File: src/inc/btc_pkg.sv
// Constants, field layouts and carrier types of the basic timer control block.
// Assumes one timer clock domain and a 32-bit APB register port.
package btc_pkg;

  // ----------------------------------------------------------------
  // Widths
  // ----------------------------------------------------------------
  localparam int unsigned ADDR_W = 12;
  localparam int unsigned DATA_W = 32;
  localparam int unsigned CNT_W  = 16;
  localparam int unsigned TRS_W  = 3;

  // ----------------------------------------------------------------
  // Register byte offsets
  // ----------------------------------------------------------------
  localparam logic [ADDR_W-1:0] OFS_CTRL_ONE  = 12'h000;
  localparam logic [ADDR_W-1:0] OFS_CTRL_TWO  = 12'h004;
  localparam logic [ADDR_W-1:0] OFS_IRQ_MASK  = 12'h00c;
  localparam logic [ADDR_W-1:0] OFS_STATUS    = 12'h010;
  localparam logic [ADDR_W-1:0] OFS_EVENT_GEN = 12'h014;
  localparam logic [ADDR_W-1:0] OFS_COUNT     = 12'h024;
  localparam logic [ADDR_W-1:0] OFS_DIVIDER   = 12'h028;
  localparam logic [ADDR_W-1:0] OFS_RELOAD    = 12'h02c;

  // ----------------------------------------------------------------
  // Field positions
  // ----------------------------------------------------------------
  localparam int unsigned BIT_RUN          = 0;
  localparam int unsigned BIT_UPD_DISABLE  = 1;
  localparam int unsigned BIT_UPD_SOURCE   = 2;
  localparam int unsigned BIT_ONE_PULSE    = 3;
  localparam int unsigned BIT_RELOAD_BUF   = 7;
  localparam int unsigned TRS_LSB          = 4;
  localparam int unsigned BIT_FORCE_UPDATE = 0;
  localparam int unsigned BIT_UPD_FLAG     = 0;
  localparam int unsigned BIT_IRQ_EN       = 0;
  localparam int unsigned BIT_DMA_EN       = 8;

  // ----------------------------------------------------------------
  // Trigger source codes and reset values
  // ----------------------------------------------------------------
  localparam logic [TRS_W-1:0] TRS_RESET  = 3'h0;
  localparam logic [TRS_W-1:0] TRS_ENABLE = 3'h1;
  localparam logic [TRS_W-1:0] TRS_UPDATE = 3'h2;

  localparam logic [CNT_W-1:0]  CNT_RST     = 16'h0000;
  localparam logic [CNT_W-1:0]  DIVIDER_RST = 16'h0000;
  localparam logic [CNT_W-1:0]  RELOAD_RST  = 16'hffff;
  localparam logic [DATA_W-1:0] DATA_ZERO   = 32'h0000_0000;

  // ----------------------------------------------------------------
  // Carrier types
  // ----------------------------------------------------------------
  typedef struct packed {
    logic reload_buffer_en;
    logic one_pulse_sel;
    logic update_source_sel;
    logic update_disable;
    logic counter_run;
  } btc_ctrl_s;

  typedef struct packed {
    logic dma_en;
    logic irq_en;
  } btc_mask_s;

  localparam btc_ctrl_s CTRL_RST = '{default: 1'b0};
  localparam btc_mask_s MASK_RST = '{default: 1'b0};

endpackage

File: src/rtl/btc_time_base.sv
// Prescaler and 16-bit up counter of the timer.
// Assumes all controls come from logic on the same clock.
`timescale 1ns/10ps
module btc_time_base #(
  parameter int unsigned CNT_W = btc_pkg::CNT_W
) (
  // Clock and reset
  input  wire logic             sys_clk_i,
  input  wire logic             sys_rst_i,
  // Control
  input  wire logic             run_i,
  input  wire logic             reinit_i,
  input  wire logic             cnt_load_i,
  input  wire logic [CNT_W-1:0] cnt_wdata_i,
  input  wire logic [CNT_W-1:0] divider_i,
  input  wire logic [CNT_W-1:0] reload_i,
  // State
  output logic      [CNT_W-1:0] cnt_o,
  output logic                  ovf_o
);

  logic [CNT_W-1:0] div_r;
  logic [CNT_W-1:0] cnt_r;
  logic             tick;

  assign tick  = run_i && (div_r == divider_i);
  // Overflow only from a real count step, never from a reinit or a write
  assign ovf_o = tick && !reinit_i && !cnt_load_i && (cnt_r == reload_i);
  assign cnt_o = cnt_r;

  always_ff @(posedge sys_clk_i) begin
    if (sys_rst_i) begin
      div_r <= btc_pkg::CNT_RST;
    end else if (reinit_i) begin
      div_r <= btc_pkg::CNT_RST;
    end else if (run_i) begin
      div_r <= tick ? btc_pkg::CNT_RST : div_r + 1'b1;
    end
  end

  always_ff @(posedge sys_clk_i) begin
    if (sys_rst_i) begin
      cnt_r <= btc_pkg::CNT_RST;
    end else if (reinit_i) begin
      cnt_r <= btc_pkg::CNT_RST;
    end else if (cnt_load_i) begin
      cnt_r <= cnt_wdata_i;
    end else if (tick) begin
      cnt_r <= (cnt_r == reload_i) ? btc_pkg::CNT_RST : cnt_r + 1'b1;
    end
  end

endmodule

File: src/rtl/btc_timer.sv
// Basic timer control: APB register file, update event logic, one-pulse stop,
// reload buffering, update interrupt and the trigger output to slave timers.
// Assumes slave-mode signals come from logic on sys_clk_i; APB on the same clock.
`timescale 1ns/10ps

// What this block does
// - Reload buffer bit defers reload until update
// - One-pulse mode clears run on update
// - Source bit 0: all updates raise request
// - Source bit 1: only overflow raises request
// - Updates enabled: events load shadow registers
// - Updates disabled: no events, shadows hold
// - Force update or slave reset reinitialises counter
// - Run bit gates counting; controls reset zero
// - Three-bit field selects trigger output source
// - Code 000 sends force update or slave reset pulse
// - Code 001 sends run OR gate input
// - Code 010 sends update event
// - Count zero to reload, wrap, overflow
// - Counting starts one cycle after run set
module btc_timer #(
  parameter int unsigned            CNT_W      = btc_pkg::CNT_W,
  parameter logic [CNT_W-1:0]       RELOAD_INI = btc_pkg::RELOAD_RST
) (
  // Clock and reset
  input  wire logic                       sys_clk_i,
  input  wire logic                       sys_rst_i,
  // APB slave
  input  wire logic                       psel_i,
  input  wire logic                       penable_i,
  input  wire logic                       pwrite_i,
  input  wire logic [btc_pkg::ADDR_W-1:0] paddr_i,
  input  wire logic [btc_pkg::DATA_W-1:0] pwdata_i,
  output logic      [btc_pkg::DATA_W-1:0] prdata_o,
  output logic                            pready_o,
  output logic                            pslverr_o,
  // Slave mode controller
  input  wire logic                       slv_reset_i,
  input  wire logic                       slv_update_i,
  input  wire logic                       gate_trig_i,
  // Events out
  output logic                            trigger_out_o,
  output logic                            irq_o,
  output logic                            dma_req_o
);

  // ----------------------------------------------------------------
  // Address decode
  // ----------------------------------------------------------------
  function automatic logic is_mapped(input logic [btc_pkg::ADDR_W-1:0] a);
    is_mapped = (a == btc_pkg::OFS_CTRL_ONE)  || (a == btc_pkg::OFS_CTRL_TWO) ||
                (a == btc_pkg::OFS_IRQ_MASK)  || (a == btc_pkg::OFS_STATUS)   ||
                (a == btc_pkg::OFS_EVENT_GEN) || (a == btc_pkg::OFS_COUNT)    ||
                (a == btc_pkg::OFS_DIVIDER)   || (a == btc_pkg::OFS_RELOAD);
  endfunction

  // ----------------------------------------------------------------
  // Declarations
  // ----------------------------------------------------------------
  btc_pkg::btc_ctrl_s             ctrl_r;
  btc_pkg::btc_mask_s             mask_r;
  logic [btc_pkg::TRS_W-1:0]      master_trigger_sel_r;
  logic                           upd_flag_r;
  logic [CNT_W-1:0]               divider_pre_r;
  logic [CNT_W-1:0]               divider_act_r;
  logic [CNT_W-1:0]               reload_pre_r;
  logic [CNT_W-1:0]               reload_shd_r;
  logic [CNT_W-1:0]               reload_value;
  logic [CNT_W-1:0]               cnt;
  logic                           ovf;
  logic                           access;
  logic                           commit;
  logic                           wr_commit;
  logic                           pready_r;
  logic                           pready_nxt;
  logic                           pslverr_r;
  logic [btc_pkg::DATA_W-1:0]     prdata_r;
  logic [btc_pkg::DATA_W-1:0]     rd_data;
  logic                           wr_ctrl_one;
  logic                           wr_ctrl_two;
  logic                           wr_mask;
  logic                           wr_status;
  logic                           wr_count;
  logic                           wr_divider;
  logic                           wr_reload;
  logic                           force_update;
  logic                           reinit;
  logic                           update_event;
  logic                           flag_set;
  logic                           counter_run_signal;
  logic                           trigger_out_r;
  logic                           trigger_out_nxt;
  logic                           irq_r;
  logic                           dma_req_r;

  // ----------------------------------------------------------------
  // APB handshake
  // ----------------------------------------------------------------
  // One wait state: the access phase sees pready low for one cycle, so read
  // data is registered and every top output stays a flip-flop.
  assign access     = psel_i && penable_i;
  assign pready_nxt = access && !pready_r;
  assign commit     = access && pready_r;
  assign wr_commit  = commit && pwrite_i && is_mapped(paddr_i);

  always_ff @(posedge sys_clk_i) begin
    if (sys_rst_i) begin
      pready_r  <= 1'b0;
      pslverr_r <= 1'b0;
    end else begin
      pready_r  <= pready_nxt;
      pslverr_r <= pready_nxt && !is_mapped(paddr_i);
    end
  end

  always_ff @(posedge sys_clk_i) begin
    if (sys_rst_i) begin
      prdata_r <= btc_pkg::DATA_ZERO;
    end else if (pready_nxt && !pwrite_i) begin
      prdata_r <= rd_data;
    end else if (commit) begin
      prdata_r <= btc_pkg::DATA_ZERO;
    end
  end

  assign wr_ctrl_one  = wr_commit && (paddr_i == btc_pkg::OFS_CTRL_ONE);
  assign wr_ctrl_two  = wr_commit && (paddr_i == btc_pkg::OFS_CTRL_TWO);
  assign wr_mask      = wr_commit && (paddr_i == btc_pkg::OFS_IRQ_MASK);
  assign wr_status    = wr_commit && (paddr_i == btc_pkg::OFS_STATUS);
  assign wr_count     = wr_commit && (paddr_i == btc_pkg::OFS_COUNT);
  assign wr_divider   = wr_commit && (paddr_i == btc_pkg::OFS_DIVIDER);
  assign wr_reload    = wr_commit && (paddr_i == btc_pkg::OFS_RELOAD);
  assign force_update = wr_commit && (paddr_i == btc_pkg::OFS_EVENT_GEN) &&
                        pwdata_i[btc_pkg::BIT_FORCE_UPDATE];

  // ----------------------------------------------------------------
  // Read mux
  // ----------------------------------------------------------------
  always_comb begin
    rd_data = btc_pkg::DATA_ZERO;
    case (paddr_i)
      btc_pkg::OFS_CTRL_ONE: begin
        rd_data[btc_pkg::BIT_RUN]         = ctrl_r.counter_run;
        rd_data[btc_pkg::BIT_UPD_DISABLE] = ctrl_r.update_disable;
        rd_data[btc_pkg::BIT_UPD_SOURCE]  = ctrl_r.update_source_sel;
        rd_data[btc_pkg::BIT_ONE_PULSE]   = ctrl_r.one_pulse_sel;
        rd_data[btc_pkg::BIT_RELOAD_BUF]  = ctrl_r.reload_buffer_en;
      end
      btc_pkg::OFS_CTRL_TWO: begin
        rd_data[btc_pkg::TRS_LSB +: btc_pkg::TRS_W] = master_trigger_sel_r;
      end
      btc_pkg::OFS_IRQ_MASK: begin
        rd_data[btc_pkg::BIT_IRQ_EN] = mask_r.irq_en;
        rd_data[btc_pkg::BIT_DMA_EN] = mask_r.dma_en;
      end
      btc_pkg::OFS_STATUS: begin
        rd_data[btc_pkg::BIT_UPD_FLAG] = upd_flag_r;
      end
      btc_pkg::OFS_COUNT: begin
        rd_data[CNT_W-1:0] = cnt;
      end
      btc_pkg::OFS_DIVIDER: begin
        rd_data[CNT_W-1:0] = divider_pre_r;
      end
      btc_pkg::OFS_RELOAD: begin
        rd_data[CNT_W-1:0] = reload_pre_r;
      end
      default: begin
        rd_data = btc_pkg::DATA_ZERO;
      end
    endcase
  end

  // ----------------------------------------------------------------
  // Control registers
  // ----------------------------------------------------------------
  // A software write of the run bit in the same cycle as a one-pulse stop
  // wins, since it is the newer intent.
  always_ff @(posedge sys_clk_i) begin
    if (sys_rst_i) begin
      ctrl_r <= btc_pkg::CTRL_RST;
    end else if (wr_ctrl_one) begin
      ctrl_r.counter_run       <= pwdata_i[btc_pkg::BIT_RUN];
      ctrl_r.update_disable    <= pwdata_i[btc_pkg::BIT_UPD_DISABLE];
      ctrl_r.update_source_sel <= pwdata_i[btc_pkg::BIT_UPD_SOURCE];
      ctrl_r.one_pulse_sel     <= pwdata_i[btc_pkg::BIT_ONE_PULSE];
      ctrl_r.reload_buffer_en  <= pwdata_i[btc_pkg::BIT_RELOAD_BUF];
    end else if (update_event && ctrl_r.one_pulse_sel) begin
      ctrl_r.counter_run <= 1'b0;
    end
  end

  always_ff @(posedge sys_clk_i) begin
    if (sys_rst_i) begin
      master_trigger_sel_r <= btc_pkg::TRS_RESET;
    end else if (wr_ctrl_two) begin
      master_trigger_sel_r <= pwdata_i[btc_pkg::TRS_LSB +: btc_pkg::TRS_W];
    end
  end

  always_ff @(posedge sys_clk_i) begin
    if (sys_rst_i) begin
      mask_r <= btc_pkg::MASK_RST;
    end else if (wr_mask) begin
      mask_r.irq_en <= pwdata_i[btc_pkg::BIT_IRQ_EN];
      mask_r.dma_en <= pwdata_i[btc_pkg::BIT_DMA_EN];
    end
  end

  // ----------------------------------------------------------------
  // Preload and shadow registers
  // ----------------------------------------------------------------
  always_ff @(posedge sys_clk_i) begin
    if (sys_rst_i) begin
      divider_pre_r <= btc_pkg::DIVIDER_RST;
      reload_pre_r  <= RELOAD_INI;
    end else begin
      if (wr_divider) begin
        divider_pre_r <= pwdata_i[CNT_W-1:0];
      end
      if (wr_reload) begin
        reload_pre_r <= pwdata_i[CNT_W-1:0];
      end
    end
  end

  // Shadows move only on an update event, so a disabled update keeps them
  always_ff @(posedge sys_clk_i) begin
    if (sys_rst_i) begin
      divider_act_r <= btc_pkg::DIVIDER_RST;
      reload_shd_r  <= RELOAD_INI;
    end else if (update_event) begin
      divider_act_r <= divider_pre_r;
      reload_shd_r  <= reload_pre_r;
    end
  end

  // Unbuffered: a reload write is seen by the compare at once
  assign reload_value = ctrl_r.reload_buffer_en ? reload_shd_r : reload_pre_r;

  // ----------------------------------------------------------------
  // Update event
  // ----------------------------------------------------------------
  assign reinit       = force_update || slv_reset_i;
  assign update_event = !ctrl_r.update_disable &&
                        (ovf || force_update || slv_update_i);
  assign flag_set     = update_event &&
                        (!ctrl_r.update_source_sel || ovf);

  // Set wins over a clear written in the same cycle
  always_ff @(posedge sys_clk_i) begin
    if (sys_rst_i) begin
      upd_flag_r <= 1'b0;
    end else if (flag_set) begin
      upd_flag_r <= 1'b1;
    end else if (wr_status && pwdata_i[btc_pkg::BIT_UPD_FLAG]) begin
      upd_flag_r <= 1'b0;
    end
  end

  always_ff @(posedge sys_clk_i) begin
    if (sys_rst_i) begin
      irq_r     <= 1'b0;
      dma_req_r <= 1'b0;
    end else begin
      irq_r     <= upd_flag_r && mask_r.irq_en;
      dma_req_r <= flag_set && mask_r.dma_en;
    end
  end

  // ----------------------------------------------------------------
  // Time base
  // ----------------------------------------------------------------
  btc_time_base #(
    .CNT_W (CNT_W)
  ) u_time_base (
    .sys_clk_i   (sys_clk_i),
    .sys_rst_i   (sys_rst_i),
    .run_i       (ctrl_r.counter_run),
    .reinit_i    (reinit),
    .cnt_load_i  (wr_count),
    .cnt_wdata_i (pwdata_i[CNT_W-1:0]),
    .divider_i   (divider_act_r),
    .reload_i    (reload_value),
    .cnt_o       (cnt),
    .ovf_o       (ovf)
  );

  // ----------------------------------------------------------------
  // Trigger output
  // ----------------------------------------------------------------
  // Registered, so a slave-reset pulse leaves one cycle after the reset.
  // The receiver must have its clock running and stable first.
  assign counter_run_signal = ctrl_r.counter_run || gate_trig_i;

  always_comb begin
    trigger_out_nxt = 1'b0;
    case (master_trigger_sel_r)
      btc_pkg::TRS_RESET:  trigger_out_nxt = reinit;
      btc_pkg::TRS_ENABLE: trigger_out_nxt = counter_run_signal;
      btc_pkg::TRS_UPDATE: trigger_out_nxt = update_event;
      default:             trigger_out_nxt = 1'b0;
    endcase
  end

  always_ff @(posedge sys_clk_i) begin
    if (sys_rst_i) begin
      trigger_out_r <= 1'b0;
    end else begin
      trigger_out_r <= trigger_out_nxt;
    end
  end

  // ----------------------------------------------------------------
  // Outputs
  // ----------------------------------------------------------------
  assign prdata_o      = prdata_r;
  assign pready_o      = pready_r;
  assign pslverr_o     = pslverr_r;
  assign trigger_out_o = trigger_out_r;
  assign irq_o         = irq_r;
  assign dma_req_o     = dma_req_r;

endmodule

File: config.mk
export PLATFORM = sky130hd
export DESIGN_NAME = btc_timer
export DESIGN_NICKNAME = d
export VERILOG_FILES = /design/src/inc/btc_pkg.sv /design/src/rtl/btc_time_base.sv /design/src/rtl/btc_timer.sv
export SDC_FILE = /design/constraint.sdc
export NUM_CORES = 1
export LEC_CHECK = 0
export BUFFER_PORTS_ARGS = -buffer_cell sky130_fd_sc_hd__buf_2
export CAP_MARGIN = 10
export CORE_MARGIN = 2
export CORE_UTILIZATION = 40
export CTS_BUF_LIST = sky130_fd_sc_hd__clkbuf_8 sky130_fd_sc_hd__clkbuf_16
export DETAILED_ROUTE_END_ITERATION = 8
export PLACE_DENSITY = 0.64
export SLEW_MARGIN = 20
export SYNTH_ARGS = -nofsm -noshare
export SYNTH_HDL_FRONTEND = slang
export SYNTH_SLANG_ARGS = --single-unit
File: constraint.sdc
create_clock -name sys_clk_i -period 3.14 [get_ports sys_clk_i]
set_clock_uncertainty 0.05 [all_clocks]
set_input_delay 0.942 -clock sys_clk_i [delete_from_list [all_inputs] [get_ports sys_clk_i]]
set_output_delay 0.942 -clock sys_clk_i [all_outputs]
set_load 0.01 [all_outputs]
==> out/results.txt <==
Hold Path Class: register to register
Placed Instance Area: 7070 um2
clock slew at reported path FFs: 0.06 ns
routed wire length: 17.5 mm
IO buf count: 56
CTS max path bufs: 2
layout cell share with drive strength beyond 1: 16.6%
dpl hpwl: 12.4 mm
critical path type: register to register
fmax: 332 MHz
die area: 17100 um2
Total GRT Usage: 21.2%
total grt overflow: 0
hold path start: prdata_o[7]
worst IR drop on VDD: 0.000415 V
EDFF count, synth: 0
ANT cells: 0
Pre-antenna DRT Iters: 5
Worst Max-Slew Pin Slew: 0.624 ns
area leader, netlist: dfxtp_1
asr flop ratio synth: 0%
critical-path maximum fanout: 5
P per Cell Area: 468 nW/um2
Largest stage delay, worst path: 0.59 ns
Routed Antenna Nets: 0
Setup TNS Final: 0 ns
first-pass GRT wire length: 27.6 mm
top cells by area, synth: dfxtp_1, mux2i_1, nand2_1, nor2_1, a21oi_1
Data arrival, critical path: 3.32 ns
Skew-Pair Late Insertion Delay: 0.43 ns
Die X: 131 um
Worst EP required: 3.45 ns
Final #Nets: 900
Top FF cell, synth: dfxtp_1
Yosys reg bits: 128
Leak: 2.84 nW
Layout area overhead: 18.1%
Post-synth top cells: dfxtp_1, nand2_1, nor2_1
Reg2Reg Setup Slack: 0.13 ns
max_slew headroom: 58.4%
fin crit share: 96.0%
critical path's slowest cell: or4_4
# rows: 46
H-Tree Depth: 4
vias in the first global route: 5090
Critical path origin: u_time_base.div_r[7]
Syn. warnings: 0
clock sinks: 128
Synth cell types: 55
via/cell ratio: 5.30
Num CTS Buffers: 17
initial antenna violation count: 0
CTS tree: built
Layout fillers: 1536
crit path capture type: register
clock root buffer: clkbuf_16
final core occ: 48.0%
PostCTS Resize Cnt: 0
post-synth top area share: 39.8%
sequential element share of the synthesized area: 39.8%
r2r startpoint: u_time_base.div_r[7]
initial core utilization: 40.7%
Placer Congestion: 0.869
outcome: finished, final reports clean
synthesized area per cell: 8.27 um2
max-slew violations: 0
pin count of the biggest net entering global routing: 52
Mapped Area: 6440 um2
core area: 15800 um2
postcts setup bufs: 0
post-route cell area: 7600 um2
Hold Vio Cnt, Final: 0
top-count cell post-synth: dfxtp_1
RSZ-0062 raised after global routing: false
Worst setup SP type: register
Post-CTS Hold Buffers: 0
Die Ht: 131 um
Iter 0 DRT Violations: 490
Remaining DRCs: 0
minimum clock period: 3.01 ns
WL/cell: 16.3 um
num ports: 89
post-synthesis cell count: 779
crit path cell chain: xor2_1, nor4_1, nand2_1, or4_1, or4_4, a21oi_4, buf_4, mux2i_1
DR vias: 5702
final setup vio count: 0
max-cap violation count: 0
==> cell families after synthesis <==
group	Yosys count	share of synthesized area [%]
buffers and inverters	75	6.99
multiplexers	64	9.95
XOR/XNOR	47	6.39
flip-flops	128	39.8
AO/OA/AOI/OAI	148	13.9
adder cells (fa/ha/maj)	2	0.389
AND/OR/NAND/NOR	314	22.6
other	1	0.0582
==> placed cells by master, fill, tap and decap left out, types with 5 or more instances in the layout <==
master       n
or4_1        5
nand4_1      6
nand3_1     24
clkinv_2     6
mux2i_1     64
xnor2_1     28
a31oi_1      9
inv_1       11
o21ai_0     33
nand2_1    124
buf_12       9
nor4_1       5
a221oi_1     5
clkbuf_16   17
buf_2       56
buf_4       34
a222oi_1     7
conb_1      16
a21oi_1     68
and3_1      11
a22oi_1     10
and2_1       6
xor2_1      19
dfxtp_1    128
nor3_1      12
nor2_1      94
a22o_1       5
==> per-layer routing <==
| metal | global-route usage [%] | part of all wire (%) | vias to the layer above |
|---|---|---|---|
| li1 | - | - | 2814 |
| met1 | 29.1 | 46 | 2680 |
| met2 | 32.4 | 46 | 181 |
| met3 | 3.99 | 5.8 | 27 |
| met4 | 9.45 | 2.0 | 0 |
| met5 | 0 | 0 | - |
==> power by group <==
group / total, mW / leakage [nW] / switching, mW / internal (mW)
Sequential: 1.63 / 1.03 / 0.00195 / 1.63
Combinational: 0.166 / 1.53 / 0.108 / 0.0580
Clock: 1.77 / 0.272 / 0.734 / 1.03
==> per-stage QoR <==
step           setup WS, ns  power [mW]  hold WS (ns)  instances
6_report              0.126        3.56         0.402       1075
5_1_grt             0.00427        3.68         0.427       1075
4_1_cts              0.0763        3.59         0.408       1075
3_5_place_dp        -0.0320        1.83         0.395       1043
3_3_place_gp       -0.00812        1.83         0.389       1043
2_1_floorplan        0.0575        1.77         0.395        794
==> final timing paths <==
path / end / cells after the start
worst max register to register: reload_shd_r[11] / 8
worst max-delay path: reload_shd_r[11] / 8
worst min-delay path: prdata_o[7] / 2
worst min register to register: prdata_o[7] / 2
==> flip-flops by register name, summed over array words and instances, names as in the netlist <==
signal and count:
mask_r 2, divider_act_r 16, reload_pre_r 16, reload_shd_r 16
prdata_o 16, upd_flag_r 1, irq_o 1, master_trigger_sel_r 3
dma_req_o 1, trigger_out_o 1, pslverr_o 1, divider_pre_r 16
pready_o 1, u_time_base.div_r 16, u_time_base.cnt_o 16, ctrl_r 5
==> worst max-delay path: cells and delay by family (launching register included) <==
family                 cells  cell delay, ns
AO/OA/AOI/OAI              1            0.33
multiplexers               1            0.19
XOR/XNOR                   1            0.16
flip-flops                 1            0.34
buffers and inverters      1            0.23
AND/OR/NAND/NOR            4            1.64
==> layout make-up <==
| cell class | instances | area [um2] | area share [%] |
|---|---|---|---|
| multi-input combinational | 591 | 3490 | 46.0 |
| sequential | 128 | 2560 | 33.7 |
| timing repair buffer | 99 | 716 | 9.41 |
| clock buffer | 19 | 453 | 5.96 |
| tap | 216 | 270 | 3.55 |
| clock inverter | 13 | 73.8 | 0.971 |
| inverter | 9 | 33.8 | 0.444 |
Note: power is estimated with default switching activity, not from simulation.
